`src/pe_deskew_pkg.sv`:
```
// Constants shared by the phase-encoded read detector and skew buffer.
// Assumes one read clock that oversamples each character cell 24 times.
package pe_deskew_pkg;

   // -------------------------------------------------------------------
   // Geometry
   // -------------------------------------------------------------------
   localparam int         NUM_TRACKS      = 9;      // Eight data tracks and parity
   localparam int         NUM_SLOTS       = 10;     // Nine tracks plus the frame slot
   localparam int         DEPTH           = 4;      // Locations per track
   localparam int         CNT_W           = 5;      // Drop counter width

   // -------------------------------------------------------------------
   // Slot codes
   // -------------------------------------------------------------------
   localparam logic [3:0] SLOT_FIRST      = 4'h0;
   localparam logic [3:0] SLOT_PARITY     = 4'h8;
   localparam logic [3:0] SLOT_FRAME      = 4'h9;

   // -------------------------------------------------------------------
   // Timing and address values
   // -------------------------------------------------------------------
   localparam int         CLOCKS_PER_CELL = 24;     // Read clocks per character cell
   localparam logic [4:0] GATE_OPEN       = 5'(CLOCKS_PER_CELL * 3 / 4);
   localparam logic [4:0] DROP_COUNT      = 5'h1f;  // Silence count marking a drop
   localparam logic [1:0] ADDR_FIRST      = 2'h0;
   localparam logic [1:0] ADDR_LAST       = 2'h3;

   typedef logic [3:0] slot_t;

endpackage

```
`src/pe_read_deskew.sv`:
```
// Read-side transition detectors and ten-slot skew buffer for nine tracks.
// Assumes core_clk is the oversampled read clock and that track inputs come
// straight from pins; control inputs come from logic on the same clock.
//
// Behaviour
// - After marker, pass only gated data transitions
// - Gated transition sets ready, captures polarity
// - Flags sampled and cleared in own slot
// - No ready before preamble end marker
// - Dropped channel blocked in block, stalls until block or record end
// - Drop flag steers correction, zeroes output bit
// - Skew buffer FIFO with ten slots
// - Entry and readout coexist in a frame
// - One-clock entry strobe; bit meaningless otherwise
// - Forward motion inverts stored data
// - Four ten-bit recirculating data registers
// - Entry shifts onward, new bit first
// - Two-bit address per slot, increments on entry
// - Cleared until enable; first entry location 0
// - Address 3 wraps on entry, signals full
// - Full latched, readout next frame period
// - Slot counter: tracks 0-7, parity, frame
// - Detectors clocked by oversampled read clock
// - Marker seen as missing phase transition
// - Readout decrements address; both leave unchanged
`timescale 1ns/1ps
`default_nettype none

module pe_read_deskew (
   input  wire logic       core_clk,                 // Oversampled read clock
   input  wire logic       resetn,                   // Asynchronous reset, active low
   input  wire logic [8:0] track_in,                 // Raw track read data pins
   input  wire logic       read_capture_enable,      // Record in progress
   input  wire logic       block_present,            // Block detected
   input  wire logic       reverse_motion,           // Tape moving in reverse
   output logic      [8:0] expected_transition_gate, // Data transition window
   output logic      [8:0] marker_seen,              // Preamble end found per track
   output logic      [8:0] channel_bit_ready,        // Recovered bit waiting
   output logic      [8:0] channel_bit_value,        // Recovered bit polarity
   output logic      [8:0] channel_drop_flag,        // Track dropped out
   output logic      [3:0] slot_index,               // Current slot
   output logic            parity_slot_select,       // Parity slot now
   output logic            frame_slot_select,        // Frame slot now
   output logic            slot_entry_strobe,        // Bit entered this slot
   output logic            deskew_input_bit,         // Bit being entered
   output logic            deskew_full_flag,         // Track buffer just filled
   output logic            readout_active,           // Character readout frame
   output logic            deskew_output_bit,        // Bit read out last slot
   output logic      [3:0] output_slot               // Slot of deskew_output_bit
);

   // -------------------------------------------------------------------
   // Declarations
   // -------------------------------------------------------------------
   logic [8:0] sync_a;                    // First synchroniser stage
   logic [8:0] sync_b;                    // Second synchroniser stage
   logic [8:0] sync_c;                    // Delayed copy for edge detection
   logic [8:0] edge_pulse;
   logic [8:0] data_pulse;
   logic [4:0] silence [pe_deskew_pkg::NUM_TRACKS];
   logic [9:0] sb_data [pe_deskew_pkg::DEPTH];
   logic [9:0] sb_addr_lo;
   logic [9:0] sb_addr_hi;
   logic [1:0] head_addr;
   logic [1:0] next_addr;
   logic       head_drop;
   logic       track_slot;
   logic       take_out;
   logic       full_latch;
   logic       next_out_bit;

   // True for slots that carry a tape track
   function automatic logic is_track(input pe_deskew_pkg::slot_t s);
      is_track = (s < pe_deskew_pkg::SLOT_FRAME);
   endfunction

   // -------------------------------------------------------------------
   // Slot counter
   // -------------------------------------------------------------------
   // Advances every read clock and folds back after the frame slot
   always_ff @(posedge core_clk or negedge resetn) begin
      if (!resetn) begin
         slot_index <= pe_deskew_pkg::SLOT_FIRST;
      end else if (slot_index == pe_deskew_pkg::SLOT_FRAME) begin
         slot_index <= pe_deskew_pkg::SLOT_FIRST;
      end else begin
         slot_index <= slot_index + 4'h1;
      end
   end

   assign parity_slot_select = (slot_index == pe_deskew_pkg::SLOT_PARITY);
   assign frame_slot_select  = (slot_index == pe_deskew_pkg::SLOT_FRAME);
   assign track_slot         = is_track(slot_index);

   // -------------------------------------------------------------------
   // Track input synchronisers and edge detection
   // -------------------------------------------------------------------
   // Two stages against metastability, a third to find transitions
   always_ff @(posedge core_clk or negedge resetn) begin
      if (!resetn) begin
         sync_a <= 9'h000;
         sync_b <= 9'h000;
         sync_c <= 9'h000;
      end else begin
         sync_a <= track_in;
         sync_b <= sync_a;
         sync_c <= sync_b;
      end
   end

   assign edge_pulse = sync_b ^ sync_c;

   // -------------------------------------------------------------------
   // Per-track detectors
   // -------------------------------------------------------------------
   genvar t;
   generate
      for (t = 0; t < pe_deskew_pkg::NUM_TRACKS; t++) begin : g_det
         logic pass;
         logic blocked;

         // A dropped track inside a block no longer sees transitions
         assign blocked = block_present && channel_drop_flag[t];
         assign expected_transition_gate[t] = marker_seen[t] &&
                                              (silence[t] >= pe_deskew_pkg::GATE_OPEN);
         // Before the marker every edge restarts the count; after it only gated ones
         assign pass = edge_pulse[t] && !blocked &&
                       (!marker_seen[t] || expected_transition_gate[t]);
         // Gated by the record so no flag can be set while the marker is clearing
         assign data_pulse[t] = edge_pulse[t] && marker_seen[t] &&
                                expected_transition_gate[t] && !blocked &&
                                read_capture_enable;
         assign channel_drop_flag[t] = (silence[t] == pe_deskew_pkg::DROP_COUNT);

         // Silence counter, saturating at the drop count
         always_ff @(posedge core_clk or negedge resetn) begin
            if (!resetn) begin
               silence[t] <= 5'h00;
            end else if (!read_capture_enable) begin
               silence[t] <= 5'h00;
            end else if (pass) begin
               silence[t] <= 5'h00;
            end else if (silence[t] != pe_deskew_pkg::DROP_COUNT) begin
               silence[t] <= silence[t] + 5'h01;
            end
         end

         // A missing phase transition lets the window open for the first time
         always_ff @(posedge core_clk or negedge resetn) begin
            if (!resetn) begin
               marker_seen[t] <= 1'b0;
            end else if (!read_capture_enable) begin
               marker_seen[t] <= 1'b0;
            end else if (!marker_seen[t] && silence[t] >= pe_deskew_pkg::GATE_OPEN) begin
               marker_seen[t] <= 1'b1;
            end
         end

         // Ready and bit flags; a new transition beats the slot clear
         always_ff @(posedge core_clk or negedge resetn) begin
            if (!resetn) begin
               channel_bit_ready[t] <= 1'b0;
               channel_bit_value[t] <= 1'b0;
            end else if (!read_capture_enable) begin
               channel_bit_ready[t] <= 1'b0;
               channel_bit_value[t] <= 1'b0;
            end else if (data_pulse[t]) begin
               channel_bit_ready[t] <= 1'b1;
               channel_bit_value[t] <= sync_b[t];
            end else if (slot_index == 4'(t)) begin
               channel_bit_ready[t] <= 1'b0;
               channel_bit_value[t] <= 1'b0;
            end
         end

      end
   endgenerate

   // -------------------------------------------------------------------
   // Entry multiplexer
   // -------------------------------------------------------------------
   // One strobe per track slot holding a bit; frame slot counts as dropped
   assign slot_entry_strobe = read_capture_enable && track_slot &&
                              channel_bit_ready[slot_index];
   assign deskew_input_bit  = track_slot &&
                              (channel_bit_value[slot_index] ^ !reverse_motion);
   assign head_drop         = !track_slot || channel_drop_flag[slot_index];

   // -------------------------------------------------------------------
   // Skew buffer address arithmetic
   // -------------------------------------------------------------------
   assign head_addr        = {sb_addr_hi[0], sb_addr_lo[0]};
   assign take_out         = readout_active && !head_drop;
   // Entry adds one, readout takes one; both together leave it unchanged
   assign next_addr        = head_addr + {1'b0, slot_entry_strobe} - {1'b0, take_out};
   assign deskew_full_flag = slot_entry_strobe && !head_drop &&
                             (head_addr == pe_deskew_pkg::ADDR_LAST);

   // -------------------------------------------------------------------
   // Skew buffer storage
   // -------------------------------------------------------------------
   // Registers rotate one place per clock so bit 0 is always the current slot
   always_ff @(posedge core_clk or negedge resetn) begin
      if (!resetn) begin
         sb_addr_lo <= 10'h000;
         sb_addr_hi <= 10'h000;
      end else if (!read_capture_enable) begin
         sb_addr_lo <= 10'h000;
         sb_addr_hi <= 10'h000;
      end else begin
         sb_addr_lo <= {next_addr[0], sb_addr_lo[9:1]};
         sb_addr_hi <= {next_addr[1], sb_addr_hi[9:1]};
      end
   end

   genvar k;
   generate
      for (k = 0; k < pe_deskew_pkg::DEPTH; k++) begin : g_sb
         logic head_new;

         // Location 0 takes the new bit; others take the one before; last is lost
         if (k == 0) begin : g_first
            assign head_new = slot_entry_strobe ? deskew_input_bit : sb_data[0][0];
         end else begin : g_rest
            assign head_new = slot_entry_strobe ? sb_data[k-1][0] : sb_data[k][0];
         end

         always_ff @(posedge core_clk or negedge resetn) begin
            if (!resetn) begin
               sb_data[k] <= 10'h000;
            end else if (!read_capture_enable) begin
               sb_data[k] <= 10'h000;
            end else begin
               sb_data[k] <= {head_new, sb_data[k][9:1]};
            end
         end
      end
   endgenerate

   // -------------------------------------------------------------------
   // Full latch and readout frame
   // -------------------------------------------------------------------
   // Any track filling during a frame forces one character out next frame
   always_ff @(posedge core_clk or negedge resetn) begin
      if (!resetn) begin
         full_latch     <= 1'b0;
         readout_active <= 1'b0;
      end else if (!read_capture_enable) begin
         full_latch     <= 1'b0;
         readout_active <= 1'b0;
      end else if (frame_slot_select) begin
         full_latch     <= 1'b0;
         readout_active <= full_latch;
      end else if (deskew_full_flag) begin
         full_latch     <= 1'b1;
      end
   end

   // -------------------------------------------------------------------
   // Readout bit
   // -------------------------------------------------------------------
   // Oldest bit sits one below the next write address; dropped tracks read zero.
   // Address 0 on a readout means all four locations are held: location 3 is read.
   always_comb begin
      next_out_bit = 1'b0;
      if (take_out) begin
         next_out_bit = sb_data[head_addr - 2'h1][0];
      end
   end

   always_ff @(posedge core_clk or negedge resetn) begin
      if (!resetn) begin
         deskew_output_bit <= 1'b0;
         output_slot       <= pe_deskew_pkg::SLOT_FIRST;
      end else begin
         deskew_output_bit <= next_out_bit;
         output_slot       <= slot_index;
      end
   end
endmodule

`default_nettype wire

```
`config.mk`:
```
export PLATFORM = sky130hd
export DESIGN_NAME = pe_read_deskew
export DESIGN_NICKNAME = d
export VERILOG_FILES = /design/src/pe_deskew_pkg.sv /design/src/pe_read_deskew.sv
export SDC_FILE = /design/constraint.sdc
export NUM_CORES = 1
export LEC_CHECK = 0
export ABC_AREA = 1
export ABC_CLOCK_PERIOD_IN_PS = 2600
export BUFFER_PORTS_ARGS = -buffer_cell sky130_fd_sc_hd__buf_2
export CAP_MARGIN = 30
export CORE_ASPECT_RATIO = 1.4
export CORE_MARGIN = 3
export CORE_UTILIZATION = 59
export CTS_CLUSTER_SIZE = 16
export DETAILED_ROUTE_END_ITERATION = 8
export PLACE_DENSITY = 0.83
export SYNTH_ARGS = -nofsm -noshare
export SYNTH_HDL_FRONTEND = slang
export SYNTH_SLANG_ARGS = --single-unit
```
`constraint.sdc`:
```
create_clock -name core_clk -period 2.6 [get_ports core_clk]
set_input_delay 0.52 -clock core_clk [delete_from_list [all_inputs] [get_ports core_clk]]
set_output_delay 0.52 -clock core_clk [all_outputs]
set_load 0.02 [all_outputs]
```
# [Word level (Yosys, flattened, before mapping)]
# Index checks and enable logic that the tools add are counted.
[word_totals] ff_bits=170 in_bits=14 output_inout_bits=60 word_cells=370
[op_classes] n_addsub=13 n_lt_le_gt_ge=12 n_eq_ne=57 n_mux=116 n_bitwise=3 reduce_logical=119
[ops] op="2-to-1 mux 5 bit" count=27
[ops] op="logical AND 1 bit" count=87
[ops] op="2-to-1 mux 1 bit" count=78
[ops] op="2-to-1 mux 10 bit" count=6
[ops] op="!= test 3 x 1 -> 1 bit, second input constant" count=19
[ops] op="adder 5 x 1 -> 5 bit, second input constant" count=9
[ops] op="== test 5 bit, second input constant" count=9
[ops] op=">= comparator 5 bit, second input constant" count=9
[ops] op="!= test 5 bit, second input constant" count=9
[ops] op="zero test 1 bit" count=21
[ops] op="binary-select mux 10 bit (select 2 bit)" count=1
[ops] op="!= test 2 x 1 -> 1 bit, second input constant" count=10
[ops] op="== test 4 x 3 -> 1 bit, second input constant" count=4
[ops] op="binary-select mux 1 bit (select 4 bit)" count=3
[ops] op="logical OR 1 bit" count=10
[ops] op="XOR 9 bit" count=1
[ops] op="== test 4 x 2 -> 1 bit, second input constant" count=2
[ops] op="== test 4 bit, second input constant" count=2
[ops] op="less-than comparator 4 x 5 -> 1 bit, second input constant" count=1
[ops] op="adder 4 x 1 -> 4 bit, second input constant" count=1
[ops] op="== test 4 x 1 -> 1 bit, second input constant" count=1
[ops] op="zero test 4 bit" count=1
[ops] op="less-than comparator 4 bit, second input constant" count=1
[ops] op="2-to-1 mux 4 bit" count=1
[ops] op="7 further kinds" count=7

# [Logic depth before layout (Yosys ltp)]
# Gate-level depths: netlist (run 1).
[logic_depth] depth_word=10 depth_mapped=16 mapped_depth_nobuf=16

# [Worst setup path before layout (run 1)]
# OpenSTA, ideal clock, no wires.
[synth_path] path_type="reg2reg" start="register silence[11] (netlist name)" end="register sb_addr_hi[9]" setup_ps=132 arrival_ps=2243 required_ps=2468 slack_ps=225 stages_incl_launch_ff=16 n_path_buf=0 period_less_slack_ps=2375 path_cell_list="dfrtp_1 -> ha_1 -> and3_1 -> ha_1 -> inv_1 -> o21ai_0 -> nand2_1 -> nand2_1 -> nand2_1 -> nand3_1 -> nor2_1 -> ha_1 -> inv_1 -> ha_1 -> xor2_1 -> nor2_1"
[synth_between] elab_chain_cells=8
[synth_rtl] element="start, declared" line_no="pe_read_deskew.sv:60" rtl="logic [4:0] silence [pe_deskew_pkg::NUM_TRACKS];"
[synth_rtl] element="start signal, assigned by index" line_no="pe_read_deskew.sv:144" rtl="silence[t] <= silence[t] + 5'h01;"
[synth_rtl] element="== test 5 bit" line_no="pe_read_deskew.sv:133" rtl="assign channel_drop_flag[t] = (silence[t] == pe_deskew_pkg::DROP_COUNT);"
[synth_rtl] element="named net channel_drop_flag[6]" line_no="pe_read_deskew.sv:40" rtl="output logic [8:0] channel_drop_flag,"
[synth_rtl] element="binary-select mux 1 bit (select 4 bit)" line_no="pe_read_deskew.sv:187" rtl="assign head_drop = !track_slot || channel_drop_flag[slot_index];"
[synth_rtl] element="2-to-1 mux 1 bit (not written as such)" line_no="pe_read_deskew.sv:187"
[synth_rtl] element="logical OR 1 bit" line_no="pe_read_deskew.sv:187"
[synth_rtl] element="zero test 1 bit" line_no="pe_read_deskew.sv:193" rtl="assign take_out = readout_active && !head_drop;"
[synth_rtl] element="logical AND 1 bit" line_no="pe_read_deskew.sv:193"
[synth_rtl] element="subtractor 2 x 1 -> 2 bit" line_no="pe_read_deskew.sv:195" rtl="assign next_addr = head_addr + {1'b0, slot_entry_strobe} - {1'b0, take_out};"
[synth_rtl] element="2-to-1 mux 10 bit" line_no="pe_read_deskew.sv:207" rtl="end else if (!read_capture_enable) begin"
[synth_rtl] element="end signal, assigned" line_no="pe_read_deskew.sv:212" rtl="sb_addr_hi <= {next_addr[1], sb_addr_hi[9:1]};"
[synth_rtl] element="end, declared" line_no="pe_read_deskew.sv:63" rtl="logic [9:0] sb_addr_hi;"
# The timed path passes the listed nets, and every way through them passes these cells. The select of a mux whose other input is x is not followed.
# A chain may end at the register's enable or synchronous reset.

# [Worst setup path after layout (run 1)]
[layout_path] start="register silence[6] (netlist name)" end="output port deskew_full_flag"
[layout_between] elab_chain_cells=7
[layout_rtl] element="== test 5 bit" line_no="pe_read_deskew.sv:133"
[layout_rtl] element="binary-select mux 1 bit (select 4 bit)" line_no="pe_read_deskew.sv:187"
[layout_rtl] element="2-to-1 mux 1 bit (not written as such)" line_no="pe_read_deskew.sv:187"
[layout_rtl] element="logical OR 1 bit" line_no="pe_read_deskew.sv:187"
[layout_rtl] element="zero test 1 bit" line_no="pe_read_deskew.sv:196" rtl="assign deskew_full_flag = slot_entry_strobe && !head_drop &&"
[layout_rtl] element="logical AND 1 bit (2 in series)" line_no="pe_read_deskew.sv:196"
[layout_rtl] element="end, declared" line_no="pe_read_deskew.sv:46" rtl="output logic deskew_full_flag,"
# Every way passes these cells. The select of a mux whose other input is x is not followed.

==> results.ini, run 1 <==
[outcome]
status = finished, violations left
violations = negative setup slack

[grt]
grt_pass1_wl_um = 27700
antenna_found_initial = 0
overflow = 0
grt_util_all_layers = 0.259
grt_max_degree = 59
grt_pass1_vias = 5975

[worst_setup_path]
rr_endpoint = sb_addr_hi[9]$_DFF_PN0_
reg2regPathDepth = 16
path_class = register to output pin
cp.required_ps = 2080
arrival_ps = 2230
start_kind = register
worstSetupEndpointType = output pin
rr_startpoint = silence[11]$_DFFE_PN0P_
cp_max_fo = 2
r2r_setup_slack_ps = 160

[sta]
hold_viol_final = 0
fmax_ghz = 0.364
slew_violations = 0
skew_ps = 10.1
grt_setup_unrepaired = yes
timing.final.ws_setup_ps = -150
fin_crit_ps = 2750
finalCritPeriodShare = 1.06
setup_viol = 1
worst_slew_pin_slew_ps = 668
max_slew_margin = 0.550

[run]
max-cap-violations = 0

[layout]
stdcell_count = 1092
antenna_cells = 0
layout_commonest_cell = nand2_1
seqCellArea_mm2 = 0.00426
synthToLayoutAreaGrowth_pct = 21.5
drive_above_1_share = 0.215
multi_input_area_mm2 = 0.00265
final.fill_count = 810
nNetsFinal = 976
final_cell_mix = nand2_1, dfrtp_1, inv_1

[pwr]
p_leak_nw = 4.99
peakVddDrop_mv = 0.533
power_mw = 5.65
powerDensity_mw_per_mm2 = 636

[yosys]
syn_inst = 813
ys_ff_latch = 170
synth_cell_types = 31
yosysSeqAreaShare = 0.582
synth_fp_nets = 857
yosysWarnings = 0
syn_area_per_cell_um2 = 8.99
netlist_area_mm2 = 0.00731

[routing]
drt_pre_antenna_iters = 6
drc = 0
vias = 5925
dr.max_layer_used = met4
wl_met2_um = 9040
first_iter_violations = 337
totalWireLength_um = 17300
avgRoutedWirePerCell_um = 15.9
met1_length_um = 6590
ant_nets = 0
met3_length_um = 915
avgViaCountPerCell = 5.43

[floorplanning]
io_pins = 74
row_count = 47
core_area_mm2 = 0.0120
die_w_um = 100
start_util = 0.609
fp.dieH_um = 138
dieArea_mm2 = 0.0138

[clock_network]
clock_latency_ps = 420
cts_buffers = 17
clkSinkCount = 170
postCtsHoldBufs = 0
htree_num_levels = 4
cts_tree = yes
clkTransAtPathRegs_ps = 70
cts_buffer_depth = 2
cts-root-buf = clkbuf_16

[worst_hold_path]
hp-class = primary input to asynchronous set/reset pin

[placement]
dp_hpwl_um = 11100
gp_congestion = 0.893
dpl.cell_count = 1035
portBuffers = 73

## routing by layer
| metal | vias up | global-route usage |
|---|---|---|
| li1 | 2748 | - |
| met1 | 2869 | 0.300 |
| met3 | 64 | 0.0517 |
| met5 | - | 0 |
| met4 | 0 | 0.151 |
| met2 | 244 | 0.444 |
## logic make-up (layout without fill, tap and decap cells)
logic type	count (synthesis)	count (layout)	share of synthesized area
AOI/OAI and AO/OA	71	71	0.0498
xor gates and xnor gates	19	19	0.0228
adders and majority gates	30	30	0.0513
buffers and inverters	131	263	0.0707
DFF	170	170	0.582
and+or+nand+nor	392	392	0.224
## cell type report
type	instances	share of cell area
well taps	147	0.0207
clock inverters	13	0.0214
clock buffers	19	0.0499
inverters	116	0.0490
flip-flops and latches	170	0.479
repair buffers	115	0.0815
multi-input cells	512	0.298
## synthesized netlist by cell type
master,instances,share of area
nand2_2,1,0.00086
a21oi_1,44,0.030
o21ai_2,1,0.0012
xnor2_1,1,0.0012
buf_4,1,0.0010
o21ai_1,1,0.00068
nor3_1,9,0.0062
nor3_4,1,0.0022
inv_2,3,0.0015
o22ai_1,2,0.0017
or2_2,8,0.0068
ha_1,30,0.051
nand4_1,2,0.0017
nor2_1,90,0.046
o31ai_1,1,0.0010
nand3_1,50,0.034
nor2_2,1,0.00086
buf_1,3,0.0015
nand2_4,1,0.0015
clkbuf_1,4,0.0021
buf_6,2,0.0031
buf_2,5,0.0034
inv_1,112,0.058
nand2_1,219,0.11
xor2_1,18,0.022
clkinv_1,1,0.00051
nor2_4,2,0.0031
dfrtp_1,170,0.58
o21ai_0,22,0.015
and3_1,7,0.0060
nand3_2,1,0.0014
## metrics by stage
| stage | utilization | hold WS [ps] | cell area [µm²] | TNS (ps) | setup WS, ps |
|---|---|---|---|---|---|
| after floorplan | - | 224 | 7310 | 0 | 225 |
| after CTS | 0.727 | 34.3 | 8720 | -56.4 | -56.4 |
| final | 0.741 | 30.9 | 8880 | -150 | -150 |
| after global routing | 0.741 | 52.7 | 8880 | -239 | -193 |
| after global placement | 0.662 | 332 | 7940 | 0 | 263 |
| after detailed placement | 0.662 | 335 | 7940 | 0 | 207 |
## registers in the layout, indices dropped and copies added (netlist names)
signal / cells
full_latch: 1
sync_c: 9
sb_addr_lo: 10
slot_index: 4
readout_active: 1
channel_bit_ready: 9
deskew_output_bit: 1
channel_bit_value: 9
sb_data: 40
marker_seen: 9
sync_b: 9
sync_a: 9
silence: 45
output_slot: 4
sb_addr_hi: 10
## worst max-delay path by stage
stage | from | end | cells after the start
after floorplan | silence[11]$_DFFE_PN0P_ | sb_addr_hi[9]$_DFF_PN0_ | 15
after global placement | silence[21]$_DFFE_PN0P_ | deskew_full_flag | 11
after detailed placement | silence[21]$_DFFE_PN0P_ | deskew_full_flag | 11
after CTS | silence[15]$_DFFE_PN0P_ | deskew_full_flag | 11
after global routing | silence[6]$_DFFE_PN0P_ | deskew_full_flag | 11
final | silence[6]$_DFFE_PN0P_ | deskew_full_flag | 11
## critical path: stages, from the launching register on
cell and delay, ps:
dfrtp_1 400, ha_2 200, and3_1 180, ha_2 170, nand2_1 70, o21ai_1 90, nand2_1 90, nand2_1 60
nand2_2 70, nand4_1 140, nor2_4 180, buf_6 130
## power by group
part / internal [mW] / switching (mW) / leakage (nW) / total, mW
sequential: 2.68 / 0.0251 / 2.29 / 2.71
combinational: 0.0751 / 0.167 / 2.39 / 0.242
clock: 1.65 / 1.06 / 0.308 / 2.70
## what timing repair did
item / 4_1_cts / 5_1_grt
pin swaps: 3 / 12
setup buffers: 14 / 11
gates cloned: 0 / 0
gates resized for setup: 22 / 25
setup endpoints to repair: 2 / 3
Note: power is estimated with default switching activity, not from simulation.
==> run 2: changes to the inputs <==
Settings changed: CELL_PAD_IN_SITES_DETAIL_PLACEMENT from default to 1, CELL_PAD_IN_SITES_GLOBAL_PLACEMENT from default to 1, CORE_UTILIZATION 59 to 45, PLACE_DENSITY 0.83 to 0.82.
==> run 2 against run 1 <==
The flow still finishes with violations (negative setup slack); die area up 29%; global-route usage down 3.3 points; clock skew down 1.1 ps; core utilization down 17 points; worst setup slack worse by 77 ps; critical path depth unchanged; routed wire length up 11%; sequential power about the same; non-clock buffer count up 7; design area up 0.87%; clock power down 8.9%.
==> results.ini, run 2 (synthesis results as in run 1) <==
[floorplanning]
core_area_mm2 = 0.0157  ; +31%
dieArea_mm2 = 0.0178  ; +29%
io_pins = 74  ; unchanged
row_count = 54  ; +15%
start_util = 0.464  ; -0.145
die_w_um = 114  ; +14%
fp.dieH_um = 157  ; +14%

[worst_setup_path]
slowest_delay_ps = 400  ; about the same
cp_max_fo = 3  ; +1
cpMaxStageDelayCell = dfrtp_1
critPathTopFamily = simple AND/OR/NAND/NOR gates
arrival_ps = 2310  ; +80 ps
cp.required_ps = 2080  ; about the same
worstSetupEndpointType = output pin
cp_common_cell = nand2_1
r2r_setup_slack_ps = 240  ; +80 ps
path_cells = ha_2 > and3_4 > ha_4 > inv_4 > o21ai_2 > nand2_1 > nand2_1 > nand2_2 > nand4_1 > nor2_4 > buf_6
worst-path-buf-inv = 2  ; +1
start_kind = register
path_class = register to output pin

[clock_network]
cts_buffer_depth = 2  ; unchanged
cts-root-buf = clkbuf_16
htree_num_levels = 4  ; unchanged
clkSinkCount = 170  ; unchanged
cts_buffers = 17  ; unchanged
clkTransAtPathRegs_ps = 70  ; about the same
clock_latency_ps = 430  ; about the same
cts_tree = yes

[layout]
final_cell_mix = nand2_1, dfrtp_1, inv_1
stdcell_count = 1146  ; +4.9%
nNetsFinal = 983  ; +0.72%
layout_commonest_cell = nand2_1
largest-register = silence
reg_top3 = silence: 45 flops, sb_data: 40 flops
antenna_cells = 0  ; unchanged
largest_register_ffs = 45  ; unchanged
synthToLayoutAreaGrowth_pct = 22.6
drive_above_1_share = 0.213  ; -0.00218

[sta]
skew_ps = 9.03  ; -1.07 ps
setup_viol = 2  ; +1
grt_setup_unrepaired = yes
fmax_ghz = 0.354  ; -2.7%
tns_ps = -272  ; -122 ps
hold_viol_final = 0  ; unchanged
worst_slew_pin_slew_ps = 798  ; +130 ps
timing.final.ws_setup_ps = -226  ; -76.6 ps
max_slew_margin = 0.463  ; -0.0875
finalCritPeriodShare = 1.09  ; +0.0294
slew_violations = 0  ; unchanged
fin_crit_ps = 2830  ; +76.5 ps

[routing]
drt_pre_antenna_iters = 6  ; unchanged
first_iter_violations = 240  ; -29%
vias = 5756  ; -2.9%
totalWireLength_um = 19200  ; +11%
ant_nets = 0  ; unchanged
drc = 0  ; unchanged
avgViaCountPerCell = 5.02  ; -7.4%
avgRoutedWirePerCell_um = 16.8  ; +5.7%

[outcome]
violations = negative setup slack
status = finished, violations left

[placement]
dpl.cell_count = 1087  ; +5.0%
dp_hpwl_um = 12800  ; +15%
portBuffers = 73  ; unchanged
gp_congestion = 0.805  ; -9.9%

[grt]
grt_pass1_vias = 6371  ; +6.6%
antenna_found_initial = 0  ; unchanged
grt_max_degree = 62  ; +5.1%
overflow = 0  ; unchanged
grt_pass1_wl_um = 31300  ; +13%
grt_util_all_layers = 0.226  ; -0.0331

[run]
max-cap-violations = 0  ; unchanged

[pwr]
p_leak_nw = 4.99  ; about the same
power_mw = 5.42  ; -4.2%
powerDensity_mw_per_mm2 = 604  ; -5.0%
peakVddDrop_mv = 0.452  ; -15%

[worst_hold_path]
hp-class = primary input to register

[run 2: final cells by class]
class,count,area (µm²)
Clock inverter,12,125
Timing Repair Buffer,122,788
Multi-Input combinational cell,512,2670
Sequential cell,170,4260
Fill cell,1827,6780
Tap cell,196,245
Clock buffer,18,439
Inverter,116,440
[run 2: stage by stage]
step | setup slack, ps | utilization | area [µm²] | hold WS [ps]
finish | -226 | 0.569 | 8960 | 192
global route | -282 | 0.569 | 8960 | 176
CTS | -116 | 0.563 | 8860 | 174
floorplan | 225 | - | 7310 | 224
detailed placement | 43.8 | 0.510 | 8020 | 336
global placement | 227 | 0.510 | 8020 | 331
[run 2: path summary, 6_finish.rpt]
kind,from,end,cells past startpoint
max,silence[20]$_DFFE_PN0P_,deskew_full_flag,11
min,track_in[6],sync_a[6]$_DFF_PN0_,1
max reg2reg,silence[26]$_DFFE_PN0P_,sb_addr_hi[9]$_DFF_PN0_,15
min reg2reg,sync_a[3]$_DFF_PN0_,sync_b[3]$_DFF_PN0_,0
max in group asynchronous,resetn,channel_bit_value[4]$_DFFE_PN0P_,3
min in group asynchronous,resetn,sync_a[5]$_DFF_PN0_,2
[run 2: power by group]
part / total, mW / switching, mW / internal, mW / leakage [nW]
registers: 2.70 / 0.0232 / 2.68 / 2.29
logic: 0.250 / 0.172 / 0.0778 / 2.43
clock network: 2.46 / 1.04 / 1.42 / 0.274
[run 2: timing repair]
action,CTS,global route
buffers inserted,19,9
endpoints found under the setup margin,3,3
hold endpoints to repair,1,0
gates resized for setup,37,11
pin swaps,11,8
hold buffers,1,0
[run 2: metal layers]
metal | up-vias | wire length, µm | part of all wire | GRT usage
met5 | - | 0 | 0 | 0
met4 | 0 | 481 | 0.025 | 0.0773
met3 | 38 | 567 | 0.029 | 0.0433
met2 | 89 | 10600 | 0.55 | 0.421
met1 | 2873 | 7580 | 0.39 | 0.254
li1 | 2756 | - | - | -
==> run 3: changes to the inputs <==
Settings changed: CORE_UTILIZATION 45 to 25, PLACE_DENSITY 0.82 to 0.52.
==> run 3 against run 2 <==
First-iteration DRC count fell by 7.9%; sequential power barely moved; design area up 5.2%; largest power group unchanged; the run still ends with negative setup slack left; combinational power about the same; sequential cell count unchanged.
==> results.ini, run 3 (synthesis results as in run 1) <==
[layout]
synthToLayoutAreaGrowth_pct = 28.9
drive_above_1_share = 0.249  ; +0.0366
reg_top3 = silence: 45 flops, sb_data: 40 flops
layout_commonest_cell = nand2_1
largest-register = silence
largest_register_ffs = 45  ; unchanged
final_cell_mix = nand2_1, dfrtp_1, inv_1
antenna_cells = 0  ; unchanged
stdcell_area_mm2 = 0.00942  ; +5.2%
nNetsFinal = 994  ; +1.1%

[pwr]
peakVddDrop_mv = 0.420  ; -7.1%
power_mw = 5.65  ; +4.2%
p_leak_nw = 5.09  ; +2.0%
powerDensity_mw_per_mm2 = 599  ; -0.88%

[worst_setup_path]
path_class = register to output pin
critPathTopFamily = simple AND/OR/NAND/NOR gates
slowest_delay_ps = 400  ; about the same
worst-path-buf-inv = 1  ; -1
arrival_ps = 2110  ; -200 ps
start_kind = register
cp.required_ps = 2080  ; about the same
worstSetupEndpointType = output pin
cpMaxStageDelayCell = dfrtp_1
cp_max_fo = 2  ; -1
path_cells = ha_2 > and3_4 > ha_4 > nand2_2 > nand2_2 > nand2_2 > nand2_2 > nand2_2 > nand4_1 > nor2_4 > buf_6
cp_common_cell = nand2_2

[clock_network]
clkTransAtPathRegs_ps = 70  ; about the same
postCtsHoldBufs = 0  ; -1
cts-root-buf = clkbuf_16
htree_num_levels = 4  ; unchanged
cts_buffer_depth = 2  ; unchanged
clkSinkCount = 170  ; unchanged
cts_tree = yes
clock_latency_ps = 440  ; about the same
cts_buffers = 17  ; unchanged

[sta]
slew_violations = 0  ; unchanged
hold_viol_final = 0  ; unchanged
setup_viol = 1  ; -1
worst_slew_pin_slew_ps = 667  ; -131 ps
timing.final.ws_setup_ps = -29.8  ; +197 ps
grt_setup_unrepaired = yes
max_slew_margin = 0.550  ; +0.0880
fin_crit_ps = 2630  ; -197 ps
fmax_ghz = 0.380  ; +7.5%
finalCritPeriodShare = 1.01  ; -0.0756
skew_ps = 10.4  ; +1.37 ps

[routing]
totalWireLength_um = 19800  ; +2.9%
avgRoutedWirePerCell_um = 14.8  ; -12%
drt_pre_antenna_iters = 4  ; -2
avgViaCountPerCell = 4.28  ; -15%
ant_nets = 0  ; unchanged
first_iter_violations = 221  ; -7.9%
drc = 0  ; unchanged
vias = 5727  ; -0.50%

[floorplanning]
core_area_mm2 = 0.0286  ; +82%
row_count = 73  ; +35%
io_pins = 74  ; unchanged
start_util = 0.256  ; -0.209
die_w_um = 151  ; +32%
dieArea_mm2 = 0.0314  ; +76%
fp.dieH_um = 208  ; +33%

[placement]
placed_area_mm2 = 0.00827  ; +3.1%
portBuffers = 73  ; unchanged
dp_hpwl_um = 14000  ; +9.7%
gp_congestion = 0.775  ; -3.7%
place_ws_ps = 150  ; +107 ps

[grt]
grt_util_all_layers = 0.133  ; -0.0927
antenna_found_initial = 0  ; unchanged
grt_pass1_wl_um = 32400  ; +3.5%
grt_max_degree = 59  ; -4.8%
grt_pass1_vias = 6078  ; -4.6%
overflow = 0  ; unchanged

[outcome]
violations = negative setup slack
status = finished, violations left

[run]
max-cap-violations = 0  ; unchanged

[worst_hold_path]
hp-class = primary input to asynchronous set/reset pin

run 3: cell type report:
cell class	instances	area, µm²
Fill cell	3333	19200
Multi-Input combinational cell	512	2750
Tap cell	375	469
Clock buffer	17	425
Timing Repair Buffer	133	878
Clock inverter	15	191
Inverter	116	448
Sequential cell	170	4260
run 3: path summary, 6_finish.rpt:
| path | from | endpoint | slack (ps) | cells after the start |
|---|---|---|---|---|
| setup / recovery | silence[31]$_DFFE_PN0P_ | deskew_full_flag | -30 | 11 |
| hold / removal | resetn | sync_c[2]$_DFF_PN0_ | 60 | 1 |
| setup reg to reg | silence[31]$_DFFE_PN0P_ | sb_addr_hi[9]$_DFF_PN0_ | 400 | 15 |
| hold reg to reg | sync_a[4]$_DFF_PN0_ | sync_b[4]$_DFF_PN0_ | 350 | 0 |
| max in group asynchronous | resetn | silence[3]$_DFFE_PN0P_ | 1780 | 2 |
| min in group core_clk | track_in[3] | sync_a[3]$_DFF_PN0_ | 190 | 1 |
run 3: metrics by stage:
| step | hold slack (ps) | utilization | instances | TNS [ps] |
|---|---|---|---|---|
| after floorplan | 224 | - | 813 | 0 |
| after global placement | 333 | 0.289 | 1269 | 0 |
| after detailed placement | 336 | 0.289 | 1269 | 0 |
| after CTS | 66.4 | 0.324 | 1328 | -61.0 |
| after global routing | 97.5 | 0.330 | 1338 | -228 |
| final | 60.6 | 0.330 | 1338 | -29.8 |
run 3: report_power, final:
part,switching [mW],total [mW],internal (mW),leakage (nW)
registers,0.0219,2.70,2.68,2.29
clock network,1.22,2.69,1.48,0.306
logic,0.173,0.253,0.0803,2.50
total,1.41,5.65,4.23,5.09
run 3: timing repair:
| action | CTS | global route |
|---|---|---|
| pin swaps | 15 | 21 |
| setup buffers | 27 | 10 |
| gates resized for setup | 55 | 25 |
| setup endpoints to repair | 3 | 3 |
run 3: worst register-to-register path, cell delays in order, from the launching register on:
cell	delay [ps]
dfrtp_1	400
ha_2	190
and3_4	180
ha_4	160
nand2_2	50
nand2_2	50
nand2_2	50
nand2_2	60
nand2_2	80
nand3_1	90
nor2_1	140
ha_1	250
inv_1	60
ha_1	140
xor2_1	130
nor2_1	50
run 3: layer usage:
metal  global-route usage  vias to the layer above  wire (µm)
met1                0.160                     2846       8380
li1                     -                     2798          -
met4               0.0388                        0        312
met5                    0                        -          0
met3               0.0303                       19        620
met2                0.234                       64      10500
